## src/mld_pkg.sv

```systemverilog
// Package with register map, field layout, constants and types of the loopback diagnostics block.
package mld_pkg;

    // Register offsets on the plain register port.
    localparam logic [3:0] ADDR_COMMAND = 4'h0;
    localparam logic [3:0] ADDR_TRANSMIT_CONFIG = 4'h1;
    localparam logic [3:0] ADDR_TRANSMIT_PAGE_START = 4'h2;
    localparam logic [3:0] ADDR_TRANSMIT_COUNT_LOW = 4'h3;
    localparam logic [3:0] ADDR_TRANSMIT_COUNT_HIGH = 4'h4;
    localparam logic [3:0] ADDR_FIFO_THRESHOLD = 4'h5;
    localparam logic [3:0] ADDR_INTERRUPT_STATUS = 4'h6;
    localparam logic [3:0] ADDR_TRANSMIT_STATUS = 4'h7;
    localparam logic [3:0] ADDR_RECEIVE_STATUS = 4'h8;
    localparam logic [3:0] ADDR_FIFO_READ = 4'h9;

    // Field positions.
    localparam int CMD_TRANSMIT_BIT = 0;
    localparam int CMD_BUSY_BIT = 1;
    localparam int TXC_CRC_INHIBIT_BIT = 0;
    localparam int TXC_LOOP_SELECT_LOW_BIT = 1;
    localparam int TXC_LOOP_SELECT_HIGH_BIT = 2;
    localparam int IST_PACKET_RECEIVED_BIT = 0;
    localparam int IST_PACKET_SENT_BIT = 1;
    localparam int TXS_CARRIER_LOST_BIT = 4;
    localparam int TXS_HEARTBEAT_FAIL_BIT = 6;
    localparam int RXS_INTACT_BIT = 0;
    localparam int RXS_CRC_ERROR_BIT = 1;

    // Reset values and fixed status patterns.
    localparam logic [7:0] TXC_RESET = 8'h00;
    localparam logic [7:0] THRESHOLD_RESET = 8'h04;
    localparam logic [7:0] TXS_SENT_BASE = 8'h03;

    // Loopback select encodings.
    localparam logic [1:0] LOOP_NORMAL = 2'h0;
    localparam logic [1:0] LOOP_INTERNAL = 2'h1;
    localparam logic [1:0] LOOP_CODEC = 2'h2;
    localparam logic [1:0] LOOP_EXTERNAL = 2'h3;

    // Framing and timing counts.
    localparam logic [6:0] PREAMBLE_BITS = 7'h38;
    localparam logic [6:0] SYNC_BITS = 7'h08;
    localparam logic [5:0] CRC_BITS = 6'h20;
    localparam logic [2:0] FIFO_SYNC_CLOCKS = 3'h4;

    // Frame check sequence, reflected form.
    localparam logic [31:0] CRC_POLY_REV = 32'hEDB88320;
    localparam logic [31:0] CRC_INIT = 32'hFFFFFFFF;
    localparam logic [31:0] CRC_RESIDUE = 32'hDEBB20E3;

    // Transmitter and receiver states.
    typedef enum logic [4:0] {
        MLD_TX_IDLE = 5'b00001,
        MLD_TX_PREAMBLE = 5'b00010,
        MLD_TX_DATA = 5'b00100,
        MLD_TX_CRC = 5'b01000,
        MLD_TX_DONE = 5'b10000
    } mld_tx_state_t;

    typedef enum logic [4:0] {
        MLD_RX_HUNT = 5'b00001,
        MLD_RX_DATA = 5'b00010,
        MLD_RX_COUNT_LOW = 5'b00100,
        MLD_RX_COUNT_HIGH = 5'b01000,
        MLD_RX_COUNT_COPY = 5'b10000
    } mld_rx_state_t;

    // Buffer memory read request from the local DMA.
    typedef struct packed {
        logic rd;
        logic [15:0] addr;
    } mld_mem_req_t;

endpackage

```

## src/mld_loopback.sv

```systemverilog
// Loopback diagnostics of the media access controller: DMA fill, serializer, receiver and split FIFO.
//
// The plain strobed port and the placing of the registers were left to the implementer.
`timescale 1ns/1ps
module mld_loopback #(
    parameter int FIFO_DEPTH = 16
) (
    // Clock and reset.
    input wire logic clock_in,
    input wire logic rst_b_in,
    // Register port.
    input wire logic [3:0] reg_addr_in,
    input wire logic [7:0] reg_wdata_in,
    input wire logic reg_wr_in,
    input wire logic reg_rd_in,
    output logic [7:0] reg_rdata_out,
    output logic reg_wait_out,
    // Buffer memory read port of the local DMA.
    output mld_pkg::mld_mem_req_t mem_req_out,
    input wire logic mem_ack_in,
    input wire logic [7:0] mem_data_in,
    // Serial encoder/decoder path.
    output logic link_tx_data_out,
    output logic link_tx_en_out,
    input wire logic link_rx_data_in,
    input wire logic link_rx_dv_in,
    input wire logic link_col_in,
    input wire logic link_carrier_in,
    input wire logic link_ok_in,
    input wire logic twisted_pair_in,
    output logic codec_loop_control_out,
    // Address filter result for the frame being received.
    input wire logic addr_match_in
);
    import mld_pkg::*;

    localparam int HALF = FIFO_DEPTH / 2;
    localparam int HAW = $clog2(HALF);
    localparam int FAW = $clog2(FIFO_DEPTH);

    // One bit step of the reflected frame check sequence.
    function automatic logic [31:0] crc_step(input logic [31:0] crc, input logic din);
        crc_step = (crc[0] ^ din) ? ((crc >> 1) ^ CRC_POLY_REV) : (crc >> 1);
    endfunction

    // Software registers.
    logic [7:0] txc_reg;
    logic [7:0] page_start_reg;
    logic [15:0] tx_count_reg;
    logic [7:0] threshold_reg;
    logic [7:0] ist_reg;
    logic [7:0] txs_reg;
    logic [7:0] rxs_reg;
    logic [7:0] rdata_reg;
    // FIFO storage; low half receives, high half transmits while looping back.
    logic [7:0] fifo_mem_reg [FIFO_DEPTH];
    // Transmit side.
    mld_tx_state_t tx_state_reg;
    logic [HAW:0] txf_wr_reg;
    logic [HAW:0] txf_rd_reg;
    logic [15:0] dma_offset_reg;
    logic dma_burst_reg;
    logic [6:0] pre_cnt_reg;
    logic [2:0] tx_bit_reg;
    logic [7:0] tx_shift_reg;
    logic [5:0] crc_cnt_reg;
    logic [31:0] tx_crc_reg;
    logic tx_bit_out_reg;
    logic tx_active_reg;
    logic sense_seen_reg;
    logic col_seen_reg;
    // Receive side.
    mld_rx_state_t rx_state_reg;
    logic rx_prev_reg;
    logic [2:0] rx_bit_reg;
    logic [7:0] rx_shift_reg;
    logic [HAW-1:0] rx_wr_reg;
    logic [15:0] rx_count_reg;
    logic [31:0] rx_crc_reg;
    logic match_reg;
    // Host FIFO read pointer and its synchronising delay.
    logic [HAW-1:0] host_ptr_reg;
    logic [2:0] sync_cnt_reg;
    logic codec_loop_reg;

    // Register decode and mode selection.
    wire logic [1:0] loop_sel = {txc_reg[TXC_LOOP_SELECT_HIGH_BIT], txc_reg[TXC_LOOP_SELECT_LOW_BIT]};
    wire logic loop_on = (loop_sel != LOOP_NORMAL);
    wire logic crc_inhibit = txc_reg[TXC_CRC_INHIBIT_BIT];
    wire logic wr_cmd = reg_wr_in && (reg_addr_in == ADDR_COMMAND);
    wire logic start_tx = wr_cmd && reg_wdata_in[CMD_TRANSMIT_BIT] && (tx_state_reg == MLD_TX_IDLE) && loop_on;
    wire logic rd_fifo = reg_rd_in && (reg_addr_in == ADDR_FIFO_READ);
    wire logic tx_busy = (tx_state_reg != MLD_TX_IDLE);

    // Transmit half occupancy and DMA request.
    wire logic [HAW:0] txf_level = txf_wr_reg - txf_rd_reg;
    wire logic txf_full = (txf_level == (HAW+1)'(HALF));
    wire logic txf_empty = (txf_level == '0);
    wire logic below_thresh = ({{(7-HAW){1'b0}}, txf_level} < threshold_reg);
    wire logic dma_want = tx_busy && (tx_count_reg != 16'h0000) && !txf_full && (dma_burst_reg || below_thresh);
    wire logic dma_take = dma_want && mem_ack_in;
    wire logic [FAW-1:0] txf_wr_loc = FAW'(HALF) + FAW'(txf_wr_reg[HAW-1:0]);
    wire logic [FAW-1:0] txf_rd_loc = FAW'(HALF) + FAW'(txf_rd_reg[HAW-1:0]);
    assign mem_req_out.rd = dma_want;
    assign mem_req_out.addr = {page_start_reg, 8'h00} + dma_offset_reg;

    // Transmitter sequencing terms.
    wire logic byte_edge = (tx_bit_reg == 3'h7);
    wire logic load_byte = (tx_state_reg == MLD_TX_DATA) && (tx_bit_reg == 3'h0) && !txf_empty;
    wire logic data_end = (tx_state_reg == MLD_TX_DATA) && (tx_bit_reg == 3'h0) && txf_empty;
    wire logic pre_end = (pre_cnt_reg == PREAMBLE_BITS + SYNC_BITS - 7'h01);
    // Preamble alternates one and zero; the sync pattern closes with two ones.
    wire logic pre_bit = pre_end ? 1'b1 : ~pre_cnt_reg[0];
    wire logic tx_bit_now = (tx_state_reg == MLD_TX_PREAMBLE) ? pre_bit :
                            (tx_state_reg == MLD_TX_CRC) ? ~tx_crc_reg[0] :
                            load_byte ? fifo_mem_reg[txf_rd_loc][0] : tx_shift_reg[0];
    wire logic tx_on_wire = (tx_state_reg == MLD_TX_PREAMBLE) || (tx_state_reg == MLD_TX_CRC) ||
                            load_byte || ((tx_state_reg == MLD_TX_DATA) && (tx_bit_reg != 3'h0));
    wire logic link_fail_block = (loop_sel == LOOP_EXTERNAL) && twisted_pair_in && !link_ok_in;

    // Receive source: internal loop bypasses the codec, other modes use the codec's receive path.
    wire logic rx_bit = (loop_sel == LOOP_INTERNAL) ? tx_bit_out_reg : link_rx_data_in;
    wire logic rx_dv = (loop_sel == LOOP_INTERNAL) ? tx_active_reg : link_rx_dv_in;
    wire logic rx_byte_done = (rx_state_reg == MLD_RX_DATA) && rx_dv && (rx_bit_reg == 3'h7);
    wire logic [7:0] rx_byte = {rx_bit, rx_shift_reg[7:1]};
    wire logic crc_bad = (rx_crc_reg != CRC_RESIDUE);
    wire logic crc_flag = match_reg && (crc_inhibit || crc_bad);
    wire logic rx_write = rx_byte_done || (rx_state_reg == MLD_RX_COUNT_LOW) ||
                          (rx_state_reg == MLD_RX_COUNT_HIGH) || (rx_state_reg == MLD_RX_COUNT_COPY);
    wire logic [7:0] rx_wdata = rx_byte_done ? rx_byte :
                                (rx_state_reg == MLD_RX_COUNT_LOW) ? rx_count_reg[7:0] : rx_count_reg[15:8];

    // Transmit status: carrier and heartbeat never reach the core in internal loop, heartbeat never in codec loop.
    wire logic txs_carrier = (loop_sel == LOOP_INTERNAL) || ((loop_sel == LOOP_EXTERNAL) && !sense_seen_reg);
    wire logic txs_heart = (loop_sel != LOOP_EXTERNAL) || !col_seen_reg;
    wire logic [7:0] txs_done = TXS_SENT_BASE | (8'(txs_carrier) << TXS_CARRIER_LOST_BIT) |
                                (8'(txs_heart) << TXS_HEARTBEAT_FAIL_BIT);

    // Read data selection.
    wire logic [7:0] rd_sel = (reg_addr_in == ADDR_COMMAND) ? (8'(tx_busy) << CMD_BUSY_BIT) :
                              (reg_addr_in == ADDR_TRANSMIT_CONFIG) ? txc_reg :
                              (reg_addr_in == ADDR_TRANSMIT_PAGE_START) ? page_start_reg :
                              (reg_addr_in == ADDR_TRANSMIT_COUNT_LOW) ? tx_count_reg[7:0] :
                              (reg_addr_in == ADDR_TRANSMIT_COUNT_HIGH) ? tx_count_reg[15:8] :
                              (reg_addr_in == ADDR_FIFO_THRESHOLD) ? threshold_reg :
                              (reg_addr_in == ADDR_INTERRUPT_STATUS) ? ist_reg :
                              (reg_addr_in == ADDR_TRANSMIT_STATUS) ? txs_reg :
                              (reg_addr_in == ADDR_RECEIVE_STATUS) ? rxs_reg :
                              rd_fifo ? fifo_mem_reg[FAW'(host_ptr_reg)] : 8'h00;

    // Configuration registers and transmit count.
    always_ff @(posedge clock_in) begin
        if (!rst_b_in) begin
            txc_reg <= TXC_RESET;
            page_start_reg <= 8'h00;
            threshold_reg <= THRESHOLD_RESET;
            tx_count_reg <= 16'h0000;
        end else begin
            if (reg_wr_in && (reg_addr_in == ADDR_TRANSMIT_CONFIG)) txc_reg <= reg_wdata_in;
            if (reg_wr_in && (reg_addr_in == ADDR_TRANSMIT_PAGE_START)) page_start_reg <= reg_wdata_in;
            if (reg_wr_in && (reg_addr_in == ADDR_FIFO_THRESHOLD)) threshold_reg <= reg_wdata_in;
            if (dma_take) begin
                tx_count_reg <= tx_count_reg - 16'h0001;
            end else if (reg_wr_in && (reg_addr_in == ADDR_TRANSMIT_COUNT_LOW)) begin
                tx_count_reg[7:0] <= reg_wdata_in;
            end else if (reg_wr_in && (reg_addr_in == ADDR_TRANSMIT_COUNT_HIGH)) begin
                tx_count_reg[15:8] <= reg_wdata_in;
            end
        end
    end

    // Interrupt and transmit status; a set in the same cycle as a clear wins.
    always_ff @(posedge clock_in) begin
        if (!rst_b_in) begin
            ist_reg <= 8'h00;
            txs_reg <= 8'h00;
        end else begin
            if (reg_wr_in && (reg_addr_in == ADDR_INTERRUPT_STATUS)) ist_reg <= ist_reg & ~reg_wdata_in;
            if (tx_state_reg == MLD_TX_DONE) ist_reg[IST_PACKET_SENT_BIT] <= 1'b1;
            ist_reg[IST_PACKET_RECEIVED_BIT] <= 1'b0;
            if (start_tx) txs_reg <= 8'h00;
            else if (tx_state_reg == MLD_TX_DONE) txs_reg <= txs_done;
        end
    end

    // FIFO storage: DMA writes the transmit half, the receiver writes the receive half.
    always_ff @(posedge clock_in) begin
        if (dma_take) fifo_mem_reg[txf_wr_loc] <= mem_data_in;
        if (rx_write) fifo_mem_reg[FAW'(rx_wr_reg)] <= rx_wdata;
    end

    // Local DMA pointers and burst tracking.
    always_ff @(posedge clock_in) begin
        if (!rst_b_in || start_tx) begin
            txf_wr_reg <= '0;
            dma_offset_reg <= 16'h0000;
            dma_burst_reg <= 1'b1;
        end else begin
            if (dma_take) begin
                txf_wr_reg <= txf_wr_reg + (HAW+1)'(1);
                dma_offset_reg <= dma_offset_reg + 16'h0001;
            end
            // A burst runs until the half is full, the next starts below threshold.
            if (txf_full) dma_burst_reg <= 1'b0;
            else if (below_thresh) dma_burst_reg <= 1'b1;
        end
    end

    // Transmitter state machine.
    always_ff @(posedge clock_in) begin
        if (!rst_b_in) begin
            tx_state_reg <= MLD_TX_IDLE;
            txf_rd_reg <= '0;
            pre_cnt_reg <= 7'h00;
            tx_bit_reg <= 3'h0;
            tx_shift_reg <= 8'h00;
            crc_cnt_reg <= 6'h00;
            tx_crc_reg <= CRC_INIT;
        end else begin
            case (tx_state_reg)
                MLD_TX_IDLE: begin
                    txf_rd_reg <= '0;
                    pre_cnt_reg <= 7'h00;
                    tx_bit_reg <= 3'h0;
                    tx_crc_reg <= CRC_INIT;
                    if (start_tx) tx_state_reg <= MLD_TX_PREAMBLE;
                end
                MLD_TX_PREAMBLE: begin
                    pre_cnt_reg <= pre_cnt_reg + 7'h01;
                    if (pre_end) tx_state_reg <= MLD_TX_DATA;
                end
                MLD_TX_DATA: begin
                    if (load_byte) begin
                        tx_shift_reg <= fifo_mem_reg[txf_rd_loc] >> 1;
                        txf_rd_reg <= txf_rd_reg + (HAW+1)'(1);
                        tx_bit_reg <= 3'h1;
                        tx_crc_reg <= crc_step(tx_crc_reg, tx_bit_now);
                    end else if (data_end) begin
                        // An empty half at a byte edge ends the data, as a short memory answer also would.
                        crc_cnt_reg <= 6'h00;
                        tx_state_reg <= crc_inhibit ? MLD_TX_DONE : MLD_TX_CRC;
                    end else begin
                        tx_shift_reg <= tx_shift_reg >> 1;
                        tx_bit_reg <= byte_edge ? 3'h0 : tx_bit_reg + 3'h1;
                        tx_crc_reg <= crc_step(tx_crc_reg, tx_bit_now);
                    end
                end
                MLD_TX_CRC: begin
                    tx_crc_reg <= tx_crc_reg >> 1;
                    crc_cnt_reg <= crc_cnt_reg + 6'h01;
                    if (crc_cnt_reg == CRC_BITS - 6'h01) tx_state_reg <= MLD_TX_DONE;
                end
                MLD_TX_DONE: tx_state_reg <= MLD_TX_IDLE;
                default: tx_state_reg <= MLD_TX_IDLE;
            endcase
        end
    end

    // Serial output stage, carrier and heartbeat observation.
    always_ff @(posedge clock_in) begin
        if (!rst_b_in) begin
            tx_bit_out_reg <= 1'b0;
            tx_active_reg <= 1'b0;
            sense_seen_reg <= 1'b0;
            col_seen_reg <= 1'b0;
        end else begin
            tx_bit_out_reg <= tx_on_wire && tx_bit_now;
            tx_active_reg <= tx_on_wire;
            if (start_tx) begin
                sense_seen_reg <= 1'b0;
                col_seen_reg <= 1'b0;
            end else if (tx_busy && (loop_sel == LOOP_EXTERNAL)) begin
                // The core only sees carrier and collision on the cable path; codec-made ones are masked.
                sense_seen_reg <= sense_seen_reg || link_carrier_in;
                col_seen_reg <= col_seen_reg || link_col_in;
            end
        end
    end

    // Frame leaves the device only on paths past the serializer, and never on a failed twisted-pair link in external loop.
    assign link_tx_data_out = tx_bit_out_reg && (loop_sel != LOOP_INTERNAL) && !link_fail_block;
    assign link_tx_en_out = tx_active_reg && (loop_sel != LOOP_INTERNAL) && !link_fail_block;

    // Receiver state machine.
    always_ff @(posedge clock_in) begin
        if (!rst_b_in) begin
            rx_state_reg <= MLD_RX_HUNT;
            rx_prev_reg <= 1'b0;
            rx_bit_reg <= 3'h0;
            rx_shift_reg <= 8'h00;
            rx_wr_reg <= '0;
            rx_count_reg <= 16'h0000;
            rx_crc_reg <= CRC_INIT;
            match_reg <= 1'b0;
            rxs_reg <= 8'h00;
        end else begin
            case (rx_state_reg)
                MLD_RX_HUNT: begin
                    // Preamble is dropped; two ones in a row close the sync pattern.
                    rx_prev_reg <= rx_dv && rx_bit;
                    if (loop_on && rx_dv && rx_bit && rx_prev_reg) begin
                        rx_state_reg <= MLD_RX_DATA;
                        rx_bit_reg <= 3'h0;
                        rx_wr_reg <= '0;
                        rx_count_reg <= 16'h0000;
                        rx_crc_reg <= CRC_INIT;
                        match_reg <= addr_match_in;
                    end
                end
                MLD_RX_DATA: begin
                    if (rx_dv) begin
                        rx_shift_reg <= rx_byte;
                        rx_bit_reg <= rx_bit_reg + 3'h1;
                        rx_crc_reg <= crc_step(rx_crc_reg, rx_bit);
                        match_reg <= match_reg && addr_match_in;
                        if (rx_byte_done) begin
                            rx_wr_reg <= rx_wr_reg + HAW'(1);
                            rx_count_reg <= rx_count_reg + 16'h0001;
                        end
                    end else begin
                        rx_state_reg <= MLD_RX_COUNT_LOW;
                    end
                end
                MLD_RX_COUNT_LOW: begin
                    rx_wr_reg <= rx_wr_reg + HAW'(1);
                    rx_state_reg <= MLD_RX_COUNT_HIGH;
                end
                MLD_RX_COUNT_HIGH: begin
                    rx_wr_reg <= rx_wr_reg + HAW'(1);
                    rx_state_reg <= MLD_RX_COUNT_COPY;
                end
                MLD_RX_COUNT_COPY: begin
                    rx_wr_reg <= rx_wr_reg + HAW'(1);
                    rx_prev_reg <= 1'b0;
                    // Intact is reported whenever no CRC error is flagged, matching address or not.
                    rxs_reg <= (8'(!crc_flag) << RXS_INTACT_BIT) | (8'(crc_flag) << RXS_CRC_ERROR_BIT);
                    rx_state_reg <= MLD_RX_HUNT;
                end
                default: rx_state_reg <= MLD_RX_HUNT;
            endcase
        end
    end

    // Host read pointer: the oldest byte sits where the next write would go.
    always_ff @(posedge clock_in) begin
        if (!rst_b_in) begin
            host_ptr_reg <= '0;
            sync_cnt_reg <= 3'h0;
            rdata_reg <= 8'h00;
        end else begin
            rdata_reg <= reg_rd_in ? rd_sel : 8'h00;
            if (rx_state_reg == MLD_RX_COUNT_COPY) begin
                host_ptr_reg <= rx_wr_reg + HAW'(1);
                sync_cnt_reg <= 3'h0;
            end else if (rd_fifo && (sync_cnt_reg == 3'h0)) begin
                sync_cnt_reg <= FIFO_SYNC_CLOCKS;
            end else if (sync_cnt_reg != 3'h0) begin
                sync_cnt_reg <= sync_cnt_reg - 3'h1;
                if (sync_cnt_reg == 3'h1) host_ptr_reg <= host_ptr_reg + HAW'(1);
            end
        end
    end

    // Codec loop control is a registered decode of the select field.
    always_ff @(posedge clock_in) begin
        if (!rst_b_in) codec_loop_reg <= 1'b0;
        else codec_loop_reg <= (loop_sel == LOOP_CODEC);
    end

    assign codec_loop_control_out = codec_loop_reg;
    assign reg_rdata_out = rdata_reg;
    // A FIFO read arriving before the pointer has moved is held off by wait states.
    assign reg_wait_out = rd_fifo && (sync_cnt_reg != 3'h0);

endmodule // mld_loopback

```

## config.mk

```make
export PLATFORM = sky130hd
export DESIGN_NAME = mld_loopback
export DESIGN_NICKNAME = d
export VERILOG_FILES = /design/src/mld_pkg.sv /design/src/mld_loopback.sv
export SDC_FILE = /design/constraint.sdc
export NUM_CORES = 1
export LEC_CHECK = 0
export BUFFER_PORTS_ARGS = -buffer_cell sky130_fd_sc_hd__buf_4
export CAP_MARGIN = 40
export CELL_PAD_IN_SITES_DETAIL_PLACEMENT = 2
export CELL_PAD_IN_SITES_GLOBAL_PLACEMENT = 2
export CORE_ASPECT_RATIO = 2
export CORE_UTILIZATION = 28
export CTS_CLUSTER_SIZE = 16
export DETAILED_ROUTE_END_ITERATION = 7
export PLACE_DENSITY_LB_ADDON = 0.1
export SLEW_MARGIN = 20
export SYNTH_ARGS = -nofsm -noshare
export SYNTH_HDL_FRONTEND = slang
export SYNTH_SLANG_ARGS = --single-unit
export TNS_END_PERCENT = 5
```

## constraint.sdc

```tcl
create_clock -name clock_in -period 5 [get_ports clock_in]
set_input_delay 0.5 -clock clock_in [delete_from_list [all_inputs] [get_ports clock_in]]
set_output_delay 0.5 -clock clock_in [all_outputs]
set_load 0.01 [all_outputs]
```

==> summary.md, run 1 <==
| Metric | Value |
|---|---|
| Number of global-route vias before repair | 13,900 |
| Slowest cell delay on critical path | 0.54 ns |
| Max-cap viol count | 0 |
| Slew HR | 44.9% |
| Final wirelength | 54.6 mm |
| Power per Cell Area | 349 mW/mm^2 |
| Port bufs | 60 |
| Drc violations | 0 |
| Via count | 12,600 |
| Area Overhead vs Synth | 16.5% |
| Share of cells above drive strength 1 | 13.3% |
| Synth top area share | 28.1% |
| Drt wl/cell | 22.5 um |
| Crit path time final | 4.63 ns |
| Tot Pwr | 6.59 mW |
| Post-CTS Setup Bufs | 0 |
| GPL Wtd Cong | 0.764 |
| Initial antenna violation count | 4 |
| Mean Syn Cell Area | 10.1 um^2 |
| Pre-antenna DRT Iters | 4 |
| Crit-path max FO | 25 |
| Worst min-delay path class | input pin to register |
| Tot GR Track Use | 18.9% |
| Setup CP Type | register to register |
| Cts bufs inserted | 38 |
| Fin Hold WS | 0.189 ns |
| Synth area leader | dfxtp_1 |
| Die Area | 0.0588 mm^2 |
| Pint | 4.99 mW |
| Switching share of power | 24.3% |
| Post-CTS Resized | 0 |
| Post-synthesis cell count | 1,599 |
| Netlist cell types | 80 |
| Pin count of the biggest net entering global routing | 53 |
| Worst Clk Skew | 0.0232 ns |
| Die width | 172 um |
| Slew @ Worst Pin | 0.818 ns |
| CTS sink cnt | 355 |
| Post-Syn Nets | 1,673 |
| Final setup violation count | 0 |
| Number of flip-flops in the largest register | 128 |
| Type of destination of the critical path | register |
| Post-route cell area | 0.0189 mm^2 |
| Final hold vios | 0 |
| P_leak | 6.80 nW |
| GR Overflow Total | 0 |
| Sequential power share | 46.3% |
| Outcome | complete, no violations |
| Detailed Place HPWL | 40.3 mm |
| I/O pins | 61 |
| Switch Pwr | 1.60 mW |
| Crit path launch type | register |
| Synth warnings | 0 |
| Post-DRT Antenna Nets | 0 |
| # hold bufs at CTS | 0 |
| Num rows | 124 |
| Comb power frac | 6.4% |
| Worst-path clk slew | 0.07 ns |
| Vias/cell | 5.20 |
| RSZ-0062 raised after global routing | false |
| CTS tree | done |
| Fmax | 216 MHz |
| Max clock buf depth | 3 |
| Post-DP Area | 0.0175 mm^2 |
| EDFF count, synth | 128 |
| Synth Register Bits | 355 |
| TNS Setup | 0 ns |
| CP Data Arrival Time | 5.09 ns |
| Initial DRC Count | 446 |
| Sequential-to-total area share from yosys stat | 51.8% |
| Ys flop type | dfxtp_1 |
| Htree depth | 2 |
| Root Driver | clkbuf_16 |
| Mapped Area | 0.0162 mm^2 |
| Asr flop ratio synth | 0% |
| Final worst-path cycle share | 92.7% |
| Max VDD drop | 207 uV |
| Critical-path top delay cell | dfxtp_1 |
| Cell Chain, Critical Path | clkinv_1 -> ha_1 -> and3b_1 -> or3_1 -> nand2_1 -> ha_1 -> o211ai_1 -> a21oi_1 -> buf_4 -> nor4_4 -> buf_4 -> mux2_2 -> o311ai_0 |
| Clock power share | 47.2% |
| Initial Utilization | 28.4% |
| Synth top area cells | dfxtp_1 (28%), edfxtp_1 (24%), nand2_1 (5.1%) |
| Final Worst Setup Slack | 0.367 ns |
| Core area | 0.0571 mm^2 |
| First-pass GRT wire length | 83.8 mm |
| Die H | 342 um |
| Worst EP required | 5.45 ns |
| Clock Latency Late Sink | 0.57 ns |
| Final Net Count | 1,710 |
| Slew Viols, Final | 0 |
| Pre-CTS setup slack | 0.371 ns |
-- path summary, 6_finish.rpt --
check                                                start                            end  slack [ns]  cells after the start
worst min-delay path                        mem_data_in[0]  fifo_mem_reg[10][0]$_DFFE_PP_        0.19                      1
worst max-delay path            txf_rd_reg[2]$_SDFFE_PN0P_   tx_count_reg[7]$_SDFFE_PN0P_        0.37                     13
worst min register to register     ist_reg[4]$_SDFFE_PN0P_        ist_reg[4]$_SDFFE_PN0P_        0.44                      2
worst max register to register  txf_rd_reg[2]$_SDFFE_PN0P_   tx_count_reg[7]$_SDFFE_PN0P_        0.37                     13
-- cells by family after synthesis --
logic type	Yosys count	share of synthesized area [%]
flops	355	51.8
fa+ha+maj	42	3.34
buf+inv	148	3.83
mux	77	7.48
xor+xnor	38	2.06
simple gates	596	17.7
compound gates	343	13.8
-- cell usage after synthesis, types with 4 or more instances --
library cell / n
o2bb2ai_1: 8
buf_2: 6
buf_4: 9
o31ai_1: 24
nor3b_1: 5
nand2_1: 222
a222oi_1: 4
and3_1: 24
mux2_2: 12
xnor2_1: 24
buf_1: 10
a311oi_1: 4
or3_1: 13
clkbuf_1: 74
mux4_2: 34
o21ai_0: 37
nor3_1: 24
a41oi_1: 4
nand2b_1: 8
o22ai_1: 23
a22oi_1: 11
a21oi_1: 132
nor2_1: 109
a31oi_1: 11
edfxtp_1: 128
dfxtp_1: 227
nor2b_1: 15
nand3_1: 82
a211oi_1: 9
o211ai_1: 17
inv_1: 45
xor2_1: 14
or4_1: 28
ha_1: 40
a21o_1: 8
o221ai_1: 15
nor4_1: 6
mux2i_1: 31
and2_1: 22
nand4_1: 15
nand3b_1: 4
-- worst max-delay path: cells and delay by family (launching register included) --
kind,cells,cell delay [ns]
AO/OA/AOI/OAI,3,0.49
AND/OR/NAND/NOR,4,1.41
multiplexers,1,0.38
flip-flops,1,0.54
buffers and inverters,3,1.00
adder cells (fa/ha/maj),2,0.68
-- final cells by class --
type / instances / area [um^2]
clock inverters: 22 / 308
diodes: 2 / 5.00
well taps: 756 / 946
flip-flops and latches: 355 / 8390
inverters: 46 / 174
fillers: 6359 / 38200
clock buffers: 48 / 1050
repair buffers: 99 / 785
multi-input cells: 1096 / 7200
-- routing by layer --
| metal | global-route usage [%] | vias to the layer above | share of wire [%] |
|---|---|---|---|
| met5 | 0 | - | 0.031 |
| li1 | - | 5950 | - |
| met1 | 18.0 | 6443 | 35 |
| met3 | 2.34 | 78 | 2.6 |
| met4 | 7.43 | 2 | 3.8 |
| met2 | 39.1 | 139 | 58 |
-- metrics by stage --
stage / instances / utilization (%)
after floorplan: 1599 / -
after global placement: 2342 / 30.4
after detailed placement: 2350 / 30.6
after CTS: 2420 / 33.0
after global routing: 2422 / 33.0
final: 2424 / 33.0
-- cell usage in the layout, fill, tap and decap left out, types with 28 or more instances in the layout --
master	synthesis	routed
dfxtp_1	227	227
nand3_1	82	82
nor2_1	109	107
mux2i_1	31	31
inv_1	45	44
clkbuf_16	0	39
nand2_1	222	222
a21oi_1	132	132
ha_1	40	40
edfxtp_1	128	128
or4_1	28	28
buf_4	9	89
mux4_2	34	34
o21ai_0	37	37
-- power by group through the flow --
stage | clock network (mW) | registers, mW | logic (mW)
global route | 3.30 | 3.06 | 0.471
CTS | 3.22 | 3.05 | 0.436
detailed placement | 0 | 3.12 | 0.432
global placement | 0 | 3.12 | 0.416
floorplan | 0 | 3.10 | 0.272
finish | 3.11 | 3.05 | 0.424
Power figures use the tool's default switching activity.
==> inputs of run 2 (changes only) <==
CAP_MARGIN = 20   (was 40)
PLACE_DENSITY = 0.67   (was default)
PLACE_DENSITY_LB_ADDON = default   (was 0.1)
==> run 2 against run 1 <==
- cell count decreased by 0.83%
- non-clock buffer count decreased by 12
- critical path type is now register to output pin
- sequential share of layout area increased by 0.56 points
- register-to-register slack improved by 0.45 ns
- via count increased by 0.23%
==> summary.md, run 2 (synthesis results as in run 1) <==
| Metric | Value |
|---|---|
| Final wirelength | 53.9 mm (-1.3%) |
| Final setup violation count | 0 (unchanged) |
| Share of cells above drive strength 1 | 12.3% (-1.0 points) |
| Area Overhead vs Synth | 15.0% |
| Initial Utilization | 28.4% (unchanged) |
| R2r startpoint | txf_rd_reg[2]$_SDFFE_PN0P_ |
| Core area | 0.0571 mm^2 (unchanged) |
| CP bufs+invs | 3 (unchanged) |
| Critical-path top delay cell | a21oi_1 |
| Final hold vios | 0 (unchanged) |
| Tot GR Track Use | 18.7% (-0.24 points) |
| Fill count | 6,308 (-0.80%) |
| GPL Wtd Cong | 0.828 (+8.3%) |
| Number of flip-flops in the largest register | 128 (unchanged) |
| I/O pins | 61 (unchanged) |
| Max-cap viol count | 0 (unchanged) |
| Fin Hold WS | 0.201 ns (+0.0117 ns) |
| Slew @ Worst Pin | 1.19 ns (+0.373 ns) |
| CP delay by family, top | compound AO/OA/AOI/OAI gates |
| Max VDD drop | 189 uV (-8.4%) |
| Crit-path max FO | 9 (-64%) |
| Port bufs | 60 (unchanged) |
| Number of global-route vias before repair | 13,900 (-0.036%) |
| Critical Path Sink | mem_req_out[16] |
| Multi-input gate area | 0.00720 mm^2 (about the same) |
| CP Data Arrival Time | 3.90 ns (-1.19 ns) |
| Fmax | 227 MHz (+5.3%) |
| Type of destination of the critical path | output pin |
| Reg area | 0.00839 mm^2 (unchanged) |
| Outcome | complete, no violations |
| CTS tree | done |
| Detailed Place HPWL | 40.1 mm (-0.29%) |
| Critical Path Most Common Cell | ha_1 |
| Worst Clk Skew | 0.0114 ns (-0.0117 ns) |
| Vias/cell | 5.26 (+1.1%) |
| Via count | 12,600 (+0.23%) |
| Drt wl/cell | 22.4 um (-0.53%) |
| Slew HR | 20.4% (-25 points) |
| Power per Cell Area | 345 mW/mm^2 (-1.1%) |
| Die Area | 0.0588 mm^2 (unchanged) |
| First-pass GRT wire length | 82.9 mm (-1.0%) |
| Pre-antenna DRT Iters | 4 (unchanged) |
| Clock Latency Late Sink | 0.55 ns (-0.02 ns) |
| Num rows | 124 (unchanged) |
| Root Driver | clkbuf_16 |
| TNS Setup | 0 ns (unchanged) |
| Critical Path Source | txf_rd_reg[2]$_SDFFE_PN0P_ |
| Initial DRC Count | 516 (+16%) |
| CTS sink cnt | 355 (unchanged) |
| Slowest cell delay on critical path | 0.63 ns (+0.09 ns) |
| Flop2flop setup slack | 0.82 ns (+0.45 ns) |
| Most used cells in the layout excluding fill and tap cells | dfxtp_1 (227), nand2_1 (222), a21oi_1 (132), edfxtp_1 (128), nor2_1 (108) |
| CP Depth | 11 (-2) |
| Setup CP Type | register to output pin |
| RSZ-0062 raised after global routing | false |
| Post-CTS Resized | 0 (unchanged) |
| Initial antenna violation count | 2 (-2) |
| Worst-path clk slew | 0.07 ns (about the same) |
| Slew Viols, Final | 0 (unchanged) |
| Post-CTS Setup Bufs | 0 (unchanged) |
| Pin count of the biggest net entering global routing | 53 (unchanged) |
| Commonest non-fill, non-tap cell in the layout | dfxtp_1 |
| Worst r2r dst | fifo_mem_reg[13][6]$_DFFE_PP_ |
| N_diodes | 0 (-2) |
| GR Overflow Total | 0 (unchanged) |
| Die width | 172 um (unchanged) |
| Crit path launch type | register |
| Cell Chain, Critical Path | clkinv_1 -> ha_1 -> and3b_1 -> o21ai_1 -> nand2_1 -> ha_1 -> o211ai_1 -> a21oi_1 -> or3_1 -> inv_1 -> buf_4 |
| Cts bufs inserted | 36 (-5.3%) |
| Die H | 342 um (unchanged) |
| Drc violations | 0 (unchanged) |
| Post-DRT Antenna Nets | 0 (unchanged) |
| Worst min-delay path class | input pin to register |
| Worst reg2reg path depth | 10 (-3) |
| # hold bufs at CTS | 0 (unchanged) |
| Max clock buf depth | 3 (unchanged) |
| Final Net Count | 1,696 (-0.82%) |
| Worst EP required | 4.50 ns (-0.95 ns) |
| Final worst-path cycle share | 88.0% (-4.6 points) |
| P_leak | 6.70 nW (-1.6%) |
| Crit path time final | 4.40 ns (-0.232 ns) |
| Htree depth | 2 (unchanged) |
run 2: cell count changes in the layout (fill, tap and decap cells not counted), sizes merged:
cell	change
diode	-2
inv	+1
clkinvlp	-2
bufinv	+1
buf	-11
clkinv	-2
clkbuf	-5
run 2: worst min path at each step:
stage | slack (ns) | end | depth (start not counted) | startpoint
after global routing | 0.20 | fifo_mem_reg[13][0]$_DFFE_PP_ | 1 | mem_data_in[0]
final | 0.20 | fifo_mem_reg[13][0]$_DFFE_PP_ | 1 | mem_data_in[0]
after detailed placement | 0.43 | ist_reg[4]$_SDFFE_PN0P_ | 2 | ist_reg[4]$_SDFFE_PN0P_
after floorplan | 0.41 | ist_reg[6]$_SDFFE_PN0P_ | 2 | ist_reg[6]$_SDFFE_PN0P_
after CTS | 0.18 | fifo_mem_reg[13][0]$_DFFE_PP_ | 1 | mem_data_in[0]
after global placement | 0.42 | ist_reg[4]$_SDFFE_PN0P_ | 2 | ist_reg[4]$_SDFFE_PN0P_
run 2: area by class of cell:
type / instances / area share (%)
repair buffers: 87 / 3.51
multi-input cells: 1096 / 38.7
clock buffers: 44 / 5.17
clock inverters: 20 / 1.61
well taps: 756 / 5.08
flip-flops and latches: 355 / 45.0
inverters: 46 / 0.927
run 2: power breakdown:
part | leakage, nW | switching (mW) | total [mW] | internal [mW]
clock network | 0.608 | 1.22 | 2.96 | 1.75
registers | 3.11 | 0.0412 | 3.06 | 3.02
logic | 2.97 | 0.264 | 0.409 | 0.144
total | 6.70 | 1.52 | 6.43 | 4.91
run 2: layer usage:
layer / vias up / track usage [%] / wire, um
li1: 5901 / - / -
met1: 6422 / 17.4 / 18400
met2: 187 / 37.3 / 31000
met3: 127 / 2.25 / 1340
met4: 4 / 11.2 / 3180
met5: - / 0 / 24
run 2: stage by stage:
stage | area, um^2 | power (mW) | setup slack, ns | instances | util (%)
after floorplan | 16200 | 3.38 | 0.697 | 1599 | -
after global placement | 17400 | 3.52 | 1.05 | 2340 | 30.4
after detailed placement | 17400 | 3.54 | 0.862 | 2340 | 30.4
after CTS | 18600 | 6.52 | 0.610 | 2404 | 32.6
after global routing | 18600 | 6.65 | 0.314 | 2404 | 32.6
final | 18600 | 6.43 | 0.599 | 2404 | 32.6
